==> src/include/ivd_pkg.sv <==
package ivd_pkg;
    localparam int ADDR_W      = 24;
    localparam int ALIGN_W     = 8;
    localparam int SLOT_W      = 6;
    localparam int N_EXT       = 4;
    localparam int N_SRC       = 10;
    localparam int N_TRAP      = 32;
    localparam logic [ADDR_W-1:0] RESET_VECTOR = 24'h000000;
    localparam logic [ADDR_W-1:0] BASE_RESET   = 24'h000000;
    // slot indices within the table
    localparam logic [SLOT_W-1:0] SLOT_EXT0    = 6'h01;
    localparam logic [SLOT_W-1:0] SLOT_SER_TX  = 6'h05;
    localparam logic [SLOT_W-1:0] SLOT_SER_RX  = 6'h06;
    localparam logic [SLOT_W-1:0] SLOT_TIMER0  = 6'h09;
    localparam logic [SLOT_W-1:0] SLOT_TIMER1  = 6'h0a;
    localparam logic [SLOT_W-1:0] SLOT_DMA0    = 6'h0b;
    localparam logic [SLOT_W-1:0] SLOT_DMA1    = 6'h0c;
    localparam logic [SLOT_W-1:0] SLOT_SOFTWARE_TRAP_FIRST   = 6'h20;
    // source bit positions in the pending vector
    localparam int SRC_SER_TX = 4;
    localparam int SRC_SER_RX = 5;
    localparam int SRC_TIMER0 = 6;
    localparam int SRC_TIMER1 = 7;
    localparam int SRC_DMA0   = 8;
    localparam int SRC_DMA1   = 9;
    typedef enum logic [1:0] {IVD_RESET_FETCH, IVD_RUN, IVD_SLEEP} ivd_state_t;
endpackage

==> src/hw/ivd_interrupt_vector_dispatch.sv <==
`timescale 1ns/10ps
module ivd_interrupt_vector_dispatch (
    input  wire logic                                clk,
    input  wire logic                                rst_n,
    input  wire logic [ivd_pkg::N_EXT-1:0]           externalIrq,
    input  wire logic [ivd_pkg::N_EXT-1:0]           extEdgeMode,
    input  wire logic                                serialTxIrq,
    input  wire logic                                serialRxIrq,
    input  wire logic                                timerIrq0,
    input  wire logic                                timerIrq1,
    input  wire logic                                dmaIrq0,
    input  wire logic                                dmaIrq1,
    input  wire logic [ivd_pkg::N_SRC-1:0]           irqEnable,
    input  wire logic                                baseWrite,
    input  wire logic [ivd_pkg::ADDR_W-1:0]          baseData,
    input  wire logic                                trapReq,
    input  wire logic [4:0]                          trapNum,
    input  wire logic                                vectorAck,
    input  wire logic                                sleepReq,
    output logic                                     vectorValid,
    output logic [ivd_pkg::ADDR_W-1:0]               vectorAddr,
    output logic [ivd_pkg::SLOT_W-1:0]               vectorSlot,
    output logic                                     sleeping,
    output logic                                     clkPhase1,
    output logic                                     clkPhase3
);
    ivd_pkg::ivd_state_t            state_q;
    logic [ivd_pkg::ADDR_W-1:0]     base_q;
    logic [ivd_pkg::N_EXT-1:0]      extPrev_q;
    logic [ivd_pkg::N_SRC-1:0]      pend_q;
    logic [ivd_pkg::N_SRC-1:0]      srcLevel;
    logic [ivd_pkg::N_SRC-1:0]      setEvt;
    logic [ivd_pkg::N_SRC-1:0]      clrEvt;
    logic [ivd_pkg::N_SRC-1:0]      ready;
    logic [ivd_pkg::SLOT_W-1:0]     pickSlot;
    logic [ivd_pkg::N_SRC-1:0]      pickBit;
    logic                           pickAny;
    logic [ivd_pkg::SLOT_W-1:0]     srcSlot [ivd_pkg::N_SRC];
    logic [ivd_pkg::SLOT_W-1:0]     trapSlot;
    logic                           canIssue;
    logic                           issueIrq;
    logic                           issueTrap;
    logic                           sleepOk;
    logic                           wakeEvt;
    logic                           phaseRun;

    // slot of each request source, in table order
    function automatic logic [ivd_pkg::SLOT_W-1:0] slotOf(input int src);
        logic [ivd_pkg::SLOT_W-1:0] slot;
        slot = ivd_pkg::SLOT_EXT0 + ivd_pkg::SLOT_W'(src);
        case (src)
            ivd_pkg::SRC_SER_TX: slot = ivd_pkg::SLOT_SER_TX;
            ivd_pkg::SRC_SER_RX: slot = ivd_pkg::SLOT_SER_RX;
            ivd_pkg::SRC_TIMER0: slot = ivd_pkg::SLOT_TIMER0;
            ivd_pkg::SRC_TIMER1: slot = ivd_pkg::SLOT_TIMER1;
            ivd_pkg::SRC_DMA0:   slot = ivd_pkg::SLOT_DMA0;
            ivd_pkg::SRC_DMA1:   slot = ivd_pkg::SLOT_DMA1;
            default: ;
        endcase
        return slot;
    endfunction

    assign srcLevel = {dmaIrq1, dmaIrq0, timerIrq1, timerIrq0, serialRxIrq, serialTxIrq, externalIrq};

    genvar g;
    generate
        for (g = 0; g < ivd_pkg::N_SRC; g++) begin : gSlot
            assign srcSlot[g] = slotOf(g);
        end

        for (g = 0; g < ivd_pkg::N_EXT; g++) begin : gExt
            // edge lines latch a rising edge; level lines follow the pin
            assign setEvt[g] = extEdgeMode[g] ? (externalIrq[g] & ~extPrev_q[g]) : externalIrq[g];
        end

        // peripheral requests are levels: pending is set each cycle they stand
        for (g = ivd_pkg::N_EXT; g < ivd_pkg::N_SRC; g++) begin : gInt
            assign setEvt[g] = srcLevel[g];
        end
    endgenerate

    assign ready = pend_q & irqEnable;

    // lowest slot wins, so external lines outrank peripherals
    always_comb begin
        pickAny  = 1'b0;
        pickSlot = '0;
        pickBit  = '0;
        for (int i = 0; i < ivd_pkg::N_SRC; i++) begin
            if (ready[i] && !pickAny) begin
                pickAny    = 1'b1;
                pickSlot   = srcSlot[i];
                pickBit[i] = 1'b1;
            end
        end
    end

    // both kinds of request wait until the vector on show is taken
    assign canIssue  = (state_q == ivd_pkg::IVD_RUN) && (!vectorValid || vectorAck);
    assign issueIrq  = canIssue && !trapReq && pickAny;
    assign issueTrap = canIssue && trapReq;
    assign trapSlot  = ivd_pkg::SLOT_SOFTWARE_TRAP_FIRST + ivd_pkg::SLOT_W'(trapNum);
    assign sleepOk   = sleepReq && !vectorValid && !pickAny && !trapReq;
    assign wakeEvt   = |externalIrq;
    assign phaseRun  = (state_q != ivd_pkg::IVD_SLEEP);
    assign clrEvt    = issueIrq ? pickBit : '0;

    // history resets to the idle pin level, so no false edge follows reset
    always_ff @(posedge clk or negedge rst_n) begin
        if (!rst_n) begin
            extPrev_q <= '0;
        end else begin
            extPrev_q <= externalIrq;
        end
    end

    // a new event in the taking cycle keeps the flag set
    always_ff @(posedge clk or negedge rst_n) begin
        if (!rst_n) begin
            pend_q <= '0;
        end else begin
            pend_q <= (pend_q & ~clrEvt) | setEvt;
        end
    end

    // low bits forced zero: a misaligned write cannot break the base-plus-slot sum
    always_ff @(posedge clk or negedge rst_n) begin
        if (!rst_n) begin
            base_q <= ivd_pkg::BASE_RESET;
        end else if (baseWrite) begin
            base_q <= {baseData[ivd_pkg::ADDR_W-1:ivd_pkg::ALIGN_W], {ivd_pkg::ALIGN_W{1'b0}}};
        end
    end

    // nothing issues until the consumer has taken the reset vector
    always_ff @(posedge clk or negedge rst_n) begin
        if (!rst_n) begin
            state_q <= ivd_pkg::IVD_RESET_FETCH;
        end else begin
            unique case (state_q)
                ivd_pkg::IVD_RESET_FETCH: begin
                    if (vectorAck) begin
                        state_q <= ivd_pkg::IVD_RUN;
                    end
                end
                ivd_pkg::IVD_RUN: begin
                    if (sleepOk) begin
                        state_q <= ivd_pkg::IVD_SLEEP;
                    end
                end
                ivd_pkg::IVD_SLEEP: begin
                    if (wakeEvt) begin
                        state_q <= ivd_pkg::IVD_RUN;
                    end
                end
                default: state_q <= ivd_pkg::IVD_RUN;
            endcase
        end
    end

    // reset vector stands straight out of reset, before any base is written
    always_ff @(posedge clk or negedge rst_n) begin
        if (!rst_n) begin
            vectorValid <= 1'b1;
        end else if (issueTrap || issueIrq) begin
            vectorValid <= 1'b1;
        end else if (vectorAck) begin
            vectorValid <= 1'b0;
        end
    end

    // traps outrank interrupts when both are ready
    always_ff @(posedge clk or negedge rst_n) begin
        if (!rst_n) begin
            vectorSlot <= '0;
        end else if (issueTrap) begin
            vectorSlot <= trapSlot;
        end else if (issueIrq) begin
            vectorSlot <= pickSlot;
        end
    end

    // base is applied only at issue, so a base write never moves a vector on show
    always_ff @(posedge clk or negedge rst_n) begin
        if (!rst_n) begin
            vectorAddr <= ivd_pkg::RESET_VECTOR;
        end else if (issueTrap) begin
            vectorAddr <= base_q + ivd_pkg::ADDR_W'(trapSlot);
        end else if (issueIrq) begin
            vectorAddr <= base_q + ivd_pkg::ADDR_W'(pickSlot);
        end
    end

    // sleeping trails the state by one clock, like the frozen phases
    always_ff @(posedge clk or negedge rst_n) begin
        if (!rst_n) begin
            sleeping <= 1'b0;
        end else begin
            sleeping <= !phaseRun;
        end
    end

    always_ff @(posedge clk or negedge rst_n) begin
        if (!rst_n) begin
            clkPhase1 <= 1'b1;
        end else if (!phaseRun) begin
            clkPhase1 <= 1'b1;
        end else begin
            clkPhase1 <= ~clkPhase1;
        end
    end

    // phase 3 trails phase 1 by one clock; held low in deep sleep
    always_ff @(posedge clk or negedge rst_n) begin
        if (!rst_n) begin
            clkPhase3 <= 1'b0;
        end else if (!phaseRun) begin
            clkPhase3 <= 1'b0;
        end else begin
            clkPhase3 <= clkPhase1;
        end
    end
endmodule

==> config.mk <==
export PLATFORM = sky130hd
export DESIGN_NAME = ivd_interrupt_vector_dispatch
export DESIGN_NICKNAME = d
export VERILOG_FILES = /design/src/include/ivd_pkg.sv /design/src/hw/ivd_interrupt_vector_dispatch.sv
export SDC_FILE = /design/constraint.sdc
export NUM_CORES = 1
export LEC_CHECK = 0
export BUFFER_PORTS_ARGS = -buffer_cell sky130_fd_sc_hd__buf_4
export CAP_MARGIN = 20
export CORE_UTILIZATION = 30
export CTS_CLUSTER_DIAMETER = 120
export DETAILED_ROUTE_END_ITERATION = 10
export HOLD_SLACK_MARGIN = 0.05
export SKIP_LAST_GASP = 1
export SYNTH_ARGS = -nofsm -noshare
export SYNTH_HDL_FRONTEND = slang
export SYNTH_SLANG_ARGS = --single-unit
==> constraint.sdc <==
create_clock -name clk -period 2.9 [get_ports clk]
set_clock_uncertainty 0.05 [all_clocks]
set_input_delay 0.145 -clock clk [delete_from_list [all_inputs] [get_ports clk]]
set_output_delay 0.145 -clock clk [all_outputs]
set_load 0.02 [all_outputs]
==> results of run 1 <==
[metrics by stage]
stage	setup WS [ns]	util	hold WS, ns	instances
2_1_floorplan	0.745	-	-0.201	194
3_3_place_gp	0.644	0.402	0.210	370
3_5_place_dp	0.569	0.402	0.219	370
4_1_cts	0.564	0.466	0.0518	414
5_1_grt	0.433	0.466	0.0637	414
6_report	0.583	0.466	0.0659	414
[power groups by stage]
stage	clock network, mW	logic (mW)	registers, mW
3_5_place_dp	0	0.403	0.952
5_1_grt	0.792	0.465	0.948
6_report	0.738	0.432	0.937
2_1_floorplan	0	0.158	1.01
4_1_cts	0.760	0.437	0.937
3_3_place_gp	0	0.398	0.950
[layer usage]
metal / up-vias / global-route usage / wire (microns)
met4: 0 / 0.0664 / 63
met3: 6 / 0.0514 / 360
met1: 931 / 0.175 / 2530
met2: 59 / 0.221 / 2610
li1: 917 / - / -
met5: - / 0 / 0
[cells in the final DEF, fill, tap and decap left out]
cell type      count
nor2b_1            2
nor4_1             1
nand3_1           11
a31oi_1            1
a221o_1            1
and3_2             1
nor2_1             3
o21ai_0            4
dlygate4sd3_1     30
bufinv_16          1
dfrtp_1           56
buf_4             85
nand4_2            1
o22ai_1            2
buf_12             1
nand4_1            6
a21o_1             7
o21ai_2            1
clkinv_2           2
clkbuf_8          11
nand2b_1           3
conb_1             2
dfstp_2            2
or2_2              1
nand2_1           23
a222oi_1           3
a22oi_1            1
a21boi_0           1
inv_1              3
a21oi_1            2
nor3_1             3
o211ai_1           1
mux2_2            32
a22o_1             4
a22o_2             1
and2_1             2
and3_1             1
[state kept, by name (all words and copies together), names as in the netlist]
register     count
pend_q          10
vectorSlot       5
clkPhase1        1
vectorValid      1
extPrev_q        4
sleeping         1
vectorAddr      17
state_q          2
clkPhase3        1
base_q          16
[kinds of logic after synthesis]
kind of cell,count (synthesis)
other cells,1
simple gates,58
mux,32
compound gates,29
buf+inv,15
flops,58
[tightest hold or removal path: cells and delay by family]
kind / cells / cell delay [ns]
buffers and inverters: 1 / 0.09
and+or+nand+nor: 3 / 0.18
[how the worst min path moves through the flow]
stage / end / depth (start not counted)
2_1_floorplan: base_q[10] / 0
3_3_place_gp: pend_q[7] / 1
3_5_place_dp: pend_q[6] / 1
4_1_cts: pend_q[0] / 3
5_1_grt: state_q[1] / 3
6_report: state_q[0] / 4
[area by class of cell]
| cell class | count | area (sq um) | share of cell area |
|---|---|---|---|
| Timing Repair Buffer | 116 | 958 | 0.265 |
| Clock inverter | 3 | 40.0 | 0.0111 |
| Inverter | 3 | 11.3 | 0.00311 |
| Clock buffer | 11 | 151 | 0.0419 |
| Tap cell | 102 | 128 | 0.0353 |
| Sequential cell | 58 | 1450 | 0.402 |
| Multi-Input combinational cell | 121 | 873 | 0.242 |
==> flow_metrics.py, run 1 <==
metrics = {
    "power_and_ir_drop": {
        "p_leak_nw": 1.64,
        "power_density_nw_per_um2": 583,
        "p_comb_frac": 0.205,
        "ir_drop_v": 0.000301,
        "pwr-share-clk": 0.350,
        "netSwitchingPower_uw": 557,
        "swShare": 0.264,
        "p_int_mw": 1.55,
        "p_total_mw": 2.11,
        "pwr-share-seq": 0.445,
    },
    "worst_setup_path": {
        "cp-start-kind": "register",
        "rr_startpoint": "pend_q[6]",
        "cp_slowest_cell": "a222oi_1",
        "cp.required_ns": 3.06,
        "worstPathArrival_ns": 2.48,
        "path_delay_family": "compound AO/OA/AOI/OAI gates",
        "max_stage_delay_ns": 0.64,
        "critical_path_class": "register to register",
        "crit_end": "vectorAddr[16]",
        "worstPathMaxFanout": 21,
        "regToRegEndpoint": "vectorAddr[16]",
        "critPathCaptureType": "register",
        "cp_num_buf_inv": 1,
        "crit_start": "pend_q[6]",
        "cp_cell_sequence": "a222oi_1 > nand4_2 > o21ai_2 > buf_12 > mux2_2",
        "cp_num_cells": 5,
        "regToRegSetupSlack_ns": 0.58,
        "reg2reg_depth": 5,
    },
    "synth": {
        "synth.top_cell.area_share": 0.578,
        "synth_mux_area_frac": 0.149,
        "synth_top_family_by_area": "multiplexers",
        "synth-compound-area-share": 0.0898,
        "synth_warnings": 0,
        "synth_flop_cell": "dfrtp_1",
        "seq_area_frac_synth": 0.600,
        "syn_inst": 193,
        "synth_edf_count": 0,
        "synth.avg_cell_area_sq_um": 12.6,
        "synth_area_sq_um": 2420,
        "synth-simple-area-share": 0.119,
        "ys_ff_latch": 58,
        "synth_area_leaders": "dfrtp_1, mux2_2, nand2_1",
        "synthTopCellsByCount": "dfrtp_1, mux2_2, nand2_1",
        "synth_xor_area_frac": 0,
        "synth_top_area_cell": "dfrtp_1",
        "yosysUniqueCellTypes": 34,
        "yosys.cell_count.top_type": "dfrtp_1",
        "synthArstFlopShare": 1.00,
        "synthAdderAreaFrac": 0,
    },
    "die": {
        "die_h_microns": 91.9,
        "start_util": 0.312,
        "die_w_microns": 91.9,
        "coreArea_sq_um": 7770,
        "die_area_sq_um": 8450,
        "fp-row-count": 32,
        "ios": 93,
    },
    "timing": {
        "max_freq_mhz": 432,
        "maxSlewViolCount": 0,
        "report.final.setup_viol": 0,
        "fin_crit_ns": 2.32,
        "finalCritPeriodShare": 0.799,
        "tightest_slew_ns": 0.736,
        "rsz0062_at_grt": "no",
        "max_slew_margin": 0.509,
        "hold_viol_final": 0,
        "setup_tns_ns": 0,
    },
    "clocking": {
        "path_clk_slew_ns": 0.07,
        "clk_latency_ns": 0.33,
        "ctsHoldBuffers": 30,
        "numCtsBuffers": 9,
        "post-cts-setup-buffer-count": 0,
        "cts_sinks": 58,
        "cts_root_buffer": "clkbuf_8",
        "cts.path.max_buffers": 2,
        "h-tree-depth": 3,
        "post_cts_resized": 0,
        "cts_tree": "built",
    },
    "grt": {
        "grt_pass1_wl_microns": 8960,
        "grt_max_degree": 59,
        "grt_util_all_layers": 0.142,
        "grt-ovfl-total": 0,
        "grt_pass1_vias": 1898,
        "grt_antenna_before_repair": 0,
    },
    "routing": {
        "viasPerCell": 4.62,
        "first_iter_violations": 71,
        "drc_errors": 0,
        "wl_per_cell_microns": 13.4,
        "final_antenna_net_count": 0,
        "via_count": 1913,
        "drtPass1Iterations": 4,
        "wirelength_microns": 5560,
    },
    "final_layout": {
        "area_growth_pct": 49.1,
        "drive_above_1_share": 0.446,
        "layout.nets": 368,
        "diodes": 0,
        "fin_area_sq_um": 3620,
        "fillers": 754,
    },
    "place": {
        "port_buffers": 82,
        "globalplace.congestion": 0.757,
        "hpwl_microns": 3790,
        "dpl_cell_area_sq_um": 3120,
    },
    "run_status": {
        "status": "finished, final reports clean",
    },
    "min_path": {
        "min_path_type": "primary input to register",
        "min_from": "sleepReq",
    },
    "run": {
        "drv_cap": 0,
    },
}
Note: power is estimated with default switching activity, not from simulation.
==> run 2, diff against run 1 <==
==> constraint.sdc (replaced) <==
create_clock -name clk -period 1.9 [get_ports clk]
set_clock_uncertainty 0.05 [all_clocks]
set_input_delay 0.095 -clock clk [delete_from_list [all_inputs] [get_ports clk]]
set_output_delay 0.095 -clock clk [all_outputs]
set_load 0.02 [all_outputs]
==> run 2 against run 1 <==
Compared with the run above:
- worst hold slack is essentially flat
- non-clock buffer count grew 36
- clock power grew 56%
- die area is the same
- largest cell class unchanged
- largest power group unchanged
- worst setup slack lost 0.68 ns
- critical path depth grew 2
- the run now ends with setup timing left
- cell count grew 9.2%
- highest routed layer unchanged
==> flow_metrics.py, run 2 (synthesized netlist as in run 1, its figures left out) <==
metrics = {
    "run_status": {
        "status": "finished with violations",
        "violations": "setup timing",
    },
    "worst_setup_path": {
        "max_stage_delay_ns": 0.39,
        "worstPathArrival_ns": 2.16,
        "critPathCaptureType": "register",
        "cp_cell_sequence": "a222oi_1 > buf_4 > nand4_4 > o21ai_4 > buf_4 > buf_12 > mux2_2",
        "critical_path_class": "register to register",
        "cp_num_buf_inv": 3,
        "path_delay_family": "compound AO/OA/AOI/OAI gates",
        "cp.required_ns": 2.06,
        "cp_slowest_cell": "dfrtp_1",
        "worstPathMaxFanout": 10,
        "cp-start-kind": "register",
        "cpMostUsedCell": "buf_4",
    },
    "routing": {
        "drtPass1Iterations": 4,
        "wirelength_microns": 6200,
        "final_antenna_net_count": 0,
        "drc_errors": 0,
        "via_count": 2073,
        "wl_per_cell_microns": 13.7,
        "viasPerCell": 4.59,
        "first_iter_violations": 78,
    },
    "power_and_ir_drop": {
        "power_density_nw_per_um2": 835,
        "p_total_mw": 3.33,
        "ir_drop_v": 0.000392,
        "p_leak_nw": 1.82,
    },
    "final_layout": {
        "largest_reg_flops": 17,
        "layout_commonest_cell": "buf_4",
        "largest-register": "vectorAddr",
        "top_regs": "vectorAddr (17), base_q (16), pend_q (10)",
        "layout_common_cells": "buf_4, dfrtp_1, dlygate4sd3_1",
        "layout.nets": 404,
        "fin_area_sq_um": 3990,
        "diodes": 0,
        "area_growth_pct": 64.4,
        "drive_above_1_share": 0.457,
    },
    "die": {
        "die_w_microns": 91.9,
        "coreArea_sq_um": 7770,
        "fp-row-count": 32,
        "start_util": 0.312,
        "ios": 93,
        "die_h_microns": 91.9,
        "die_area_sq_um": 8450,
    },
    "clocking": {
        "cts.path.max_buffers": 2,
        "clk_latency_ns": 0.32,
        "numCtsBuffers": 9,
        "h-tree-depth": 3,
        "path_clk_slew_ns": 0.07,
        "cts_tree": "built",
        "cts_sinks": 58,
        "cts_root_buffer": "clkbuf_8",
    },
    "timing": {
        "report.final.setup_viol": 16,
        "tightest_slew_ns": 0.745,
        "fin_crit_ns": 2.00,
        "maxSlewViolCount": 0,
        "finalCritPeriodShare": 1.05,
        "worst_slack_ns": -0.100,
        "max_slew_margin": 0.503,
        "hold_viol_final": 0,
        "max_freq_mhz": 500,
        "rsz0062_at_grt": "yes",
    },
    "grt": {
        "grt_antenna_before_repair": 0,
        "grt_util_all_layers": 0.157,
        "grt-ovfl-total": 0,
        "grt_pass1_wl_microns": 10000,
        "grt_max_degree": 59,
        "grt_pass1_vias": 2080,
    },
    "place": {
        "dp_slack_ns": -0.0474,
        "hpwl_microns": 4090,
        "globalplace.congestion": 0.854,
        "port_buffers": 82,
        "dpl_cell_area_sq_um": 3260,
    },
    "run": {
        "drv_cap": 0,
    },
    "min_path": {
        "min_path_type": "primary input to register",
    },
}
==> run 2: cell count changes in the layout (fill, tap and decap cells not counted), moves of 2 or more <==
cell,change
dlygate4sd3_1,+16
clkinvlp_4,+2
buf_4,+19
mux2_2,-3
mux2_4,+3
==> run 2: worst register-to-register path, stage by stage, from the launching register on <==
cell,delay (ns)
dfrtp_1,0.39
a222oi_1,0.38
buf_4,0.20
nand4_4,0.11
o21ai_4,0.14
buf_4,0.14
buf_12,0.13
mux2_2,0.34
==> run 2: power breakdown <==
part           leakage, nW  switching [mW]  total [mW]  internal, mW
clock               0.0986           0.476        1.15         0.675
combinational         1.07           0.335       0.748         0.413
sequential           0.657          0.0698        1.43          1.36
total                 1.82           0.880        3.33          2.45
==> run 2: timing repair <==
item | in CTS | in global routing
hold buffers | 46 | 0
endpoints found under the hold margin | 93 | 0
gates cloned | 1 | 0
pin swaps | 0 | 1
resized for setup | 2 | 0
setup endpoints to repair | 16 | 23
setup buffers | 3 | 1
==> run 2: cell type report <==
cell class              instances  area, sq um
multi-input cells             121          901
clock inverters                 4         50.0
flip-flops and latches         58         1450
fillers                       689         3780
clock buffers                  12          155
inverters                       3         11.3
well taps                     102          128
repair buffers                152         1290
==> run 2: through the flow <==
step / util / instances / hold WS [ns] / TNS, ns
global route: 0.513 / 452 / 0.0670 / -3.22
detailed placement: 0.419 / 385 / 0.162 / -0.404
finish: 0.513 / 452 / 0.0656 / -1.32
global placement: 0.419 / 385 / 0.155 / -0.434
floorplan: - / 194 / -0.251 / -2.83
CTS: 0.512 / 451 / 0.0570 / -0.904
==> run 2: path summary, 6_finish.rpt <==
path,slack [ns],startpoint,cells after the start,end
hold reg to reg,0.45,base_q[19],1,vectorAddr[19]
setup / recovery,-0.1,pend_q[3],7,vectorAddr[15]
setup reg to reg,-0.1,pend_q[3],7,vectorAddr[15]
hold / removal,0.07,trapNum[2],3,vectorSlot[2]
min in group asynchronous,0.33,rst_n,2,pend_q[6]
max in group asynchronous,0.95,rst_n,2,pend_q[9]
==> run 2: layer usage <==
layer | vias to the layer above | global-route usage | part of all wire
li1 | 993 | - | -
met1 | 1024 | 0.200 | 0.45
met2 | 46 | 0.252 | 0.50
met3 | 10 | 0.0423 | 0.029
met4 | 0 | 0.0638 | 0.018
met5 | - | 0 | 0
==> run 3, diff against run 2 <==
--- a/config.mk
+++ b/config.mk
@@ -5,11 +5,11 @@
 export SDC_FILE = /design/constraint.sdc
 export NUM_CORES = 1
 export LEC_CHECK = 0
-export BUFFER_PORTS_ARGS = -buffer_cell sky130_fd_sc_hd__buf_4
 export CAP_MARGIN = 20
 export CORE_UTILIZATION = 30
 export CTS_CLUSTER_DIAMETER = 120
 export DETAILED_ROUTE_END_ITERATION = 10
+export DONT_BUFFER_PORTS = 1
 export HOLD_SLACK_MARGIN = 0.05
 export SKIP_LAST_GASP = 1
 export SYNTH_ARGS = -nofsm -noshare
==> run 3 against run 2 <==
Compared with the run above:
- worst setup slack improved by 0.035 ns
- combinational power fell by 41%
- first-iteration DRC count rose by 13%
- register-to-register slack improved by 0.04 ns
- total power fell by 9.0%
- critical path depth fell by 1
- count of clock-buffer cells in the layout fell by 2
- the flow still finishes with violations (setup timing)
- via count fell by 8.4%
- final area fell by 11%
- die area did not move
- core utilization fell by 5.5 points
- maximum frequency rose by 1.8%
==> flow_metrics.py, run 3 (synthesized netlist as in run 1, its figures left out) <==
metrics = {
    "clocking": {
        "numCtsBuffers": 9,
        "cts.path.max_buffers": 2,
        "cts_root_buffer": "clkbuf_8",
        "path_clk_slew_ns": 0.07,
        "cts_tree": "built",
        "clk_latency_ns": 0.34,
        "h-tree-depth": 3,
        "cts_sinks": 58,
    },
    "place": {
        "port_buffers": 0,
        "placedCellCount": 304,
        "hpwl_microns": 3690,
        "dpl_cell_area_sq_um": 2650,
        "globalplace.congestion": 0.861,
        "dp_slack_ns": -0.0304,
    },
    "final_layout": {
        "fin_cells": 390,
        "layout_commonest_cell": "dlygate4sd3_1",
        "layout.nets": 342,
        "layout_common_cells": "dlygate4sd3_1, dfrtp_1, mux2_2",
        "top_regs": "vectorAddr (17), base_q (16), pend_q (10)",
        "drive_above_1_share": 0.274,
        "largest_reg_flops": 17,
        "fillers": 707,
        "largest-register": "vectorAddr",
        "fin_area_sq_um": 3560,
        "area_growth_pct": 46.9,
        "diodes": 0,
    },
    "timing": {
        "report.final.setup_viol": 14,
        "finalCritPeriodShare": 1.03,
        "rsz0062_at_grt": "yes",
        "max_freq_mhz": 509,
        "fin_crit_ns": 1.96,
        "hold_viol_final": 0,
        "worst_slack_ns": -0.0647,
        "maxSlewViolCount": 0,
    },
    "min_path": {
        "min_path_type": "primary input to register",
        "min_to": "vectorSlot[1]",
        "min_from": "irqEnable[2]",
        "min_path_cells": 4,
    },
    "worst_setup_path": {
        "regToRegEndpoint": "vectorAddr[23]",
        "regToRegSetupSlack_ns": -0.06,
        "cp-start-kind": "register",
        "worstPathMaxFanout": 16,
        "worstPathArrival_ns": 2.13,
        "cp.required_ns": 2.07,
        "rr_startpoint": "pend_q[3]",
        "critPathCaptureType": "register",
        "reg2reg_depth": 6,
        "critical_path_class": "register to register",
    },
    "power_and_ir_drop": {
        "pwr-share-seq": 0.516,
        "p_leak_nw": 1.49,
        "ir_drop_v": 0.000259,
        "power_density_nw_per_um2": 851,
        "p_comb_frac": 0.146,
        "netSwitchingPower_uw": 888,
        "pwr-share-clk": 0.338,
        "p_int_mw": 2.14,
        "swShare": 0.293,
    },
    "grt": {
        "grt_max_degree": 59,
        "grt_pass1_wl_microns": 10100,
        "grt_antenna_before_repair": 0,
        "grt-ovfl-total": 0,
        "grt_util_all_layers": 0.159,
        "grt_pass1_vias": 2054,
    },
    "routing": {
        "via_count": 1899,
        "viasPerCell": 4.87,
        "drc_errors": 0,
        "wirelength_microns": 6140,
        "first_iter_violations": 88,
        "wl_per_cell_microns": 15.7,
        "drtPass1Iterations": 4,
        "final_antenna_net_count": 0,
    },
    "run": {
        "drv_cap": 0,
    },
    "die": {
        "start_util": 0.312,
        "die_h_microns": 91.9,
        "die_w_microns": 91.9,
        "die_area_sq_um": 8450,
        "fp-row-count": 32,
        "ios": 93,
        "coreArea_sq_um": 7770,
    },
    "run_status": {
        "status": "finished with violations",
        "violations": "setup timing",
    },
}
## run 3: cell type report
class	instances	area (sq um)	area share
clock buffers	10	138	0.0387
clock inverters	6	42.5	0.0119
inverters	3	11.3	0.00316
multi-input cells	121	908	0.255
flip-flops and latches	58	1450	0.408
well taps	102	128	0.0358
repair buffers	90	880	0.247
## run 3: layer usage
layer  share of wire  GRT usage
met5               0          0
met2            0.50      0.249
met3           0.065     0.0431
met1            0.40      0.191
met4           0.039      0.107
## run 3: critical path, cell delays in order (launching register included)
cell and delay, ns:
dfrtp_1 0.40, a222oi_1 0.37, buf_4 0.20, nand4_4 0.11
o21ai_4 0.18, buf_12 0.18, mux2_2 0.36
## run 3: repair_timing
item | 4_1_cts | 5_1_grt
setup endpoints to repair | 15 | 18
hold buffers | 68 | 0
endpoints found under the hold margin | 96 | 0
setup buffers | 0 | 2
gates resized for setup | 0 | 3
pin swaps | 1 | 0
## run 3: how the worst max path moves through the flow
stage,to,from
finish,vectorAddr[23],pend_q[3]
global route,vectorAddr[15],pend_q[3]
CTS,vectorAddr[22],pend_q[3]
detailed placement,vectorAddr[22],pend_q[0]
global placement,vectorAddr[15],pend_q[0]
floorplan,vectorAddr[10],pend_q[3]
## run 3: through the flow
| stage | hold slack, ns | total power, mW | setup TNS [ns] | utilization |
|---|---|---|---|---|
| 2_1_floorplan | -0.251 | 1.78 | -2.83 | - |
| 3_3_place_gp | -0.250 | 1.83 | -0.649 | 0.341 |
| 3_5_place_dp | -0.250 | 1.84 | -0.265 | 0.341 |
| 4_1_cts | 0.0519 | 3.04 | -0.561 | 0.454 |
| 5_1_grt | 0.0881 | 3.17 | -2.43 | 0.458 |
| 6_report | 0.0637 | 3.03 | -0.554 | 0.458 |
## run 3: power by group through the flow
stage / sequential, mW / clock [mW] / combinational, mW
after floorplan: 1.53 / 0 / 0.249
after global placement: 1.58 / 0 / 0.248
after detailed placement: 1.58 / 0 / 0.254
after CTS: 1.56 / 1.05 / 0.426
after global routing: 1.58 / 1.11 / 0.482
final: 1.56 / 1.02 / 0.441
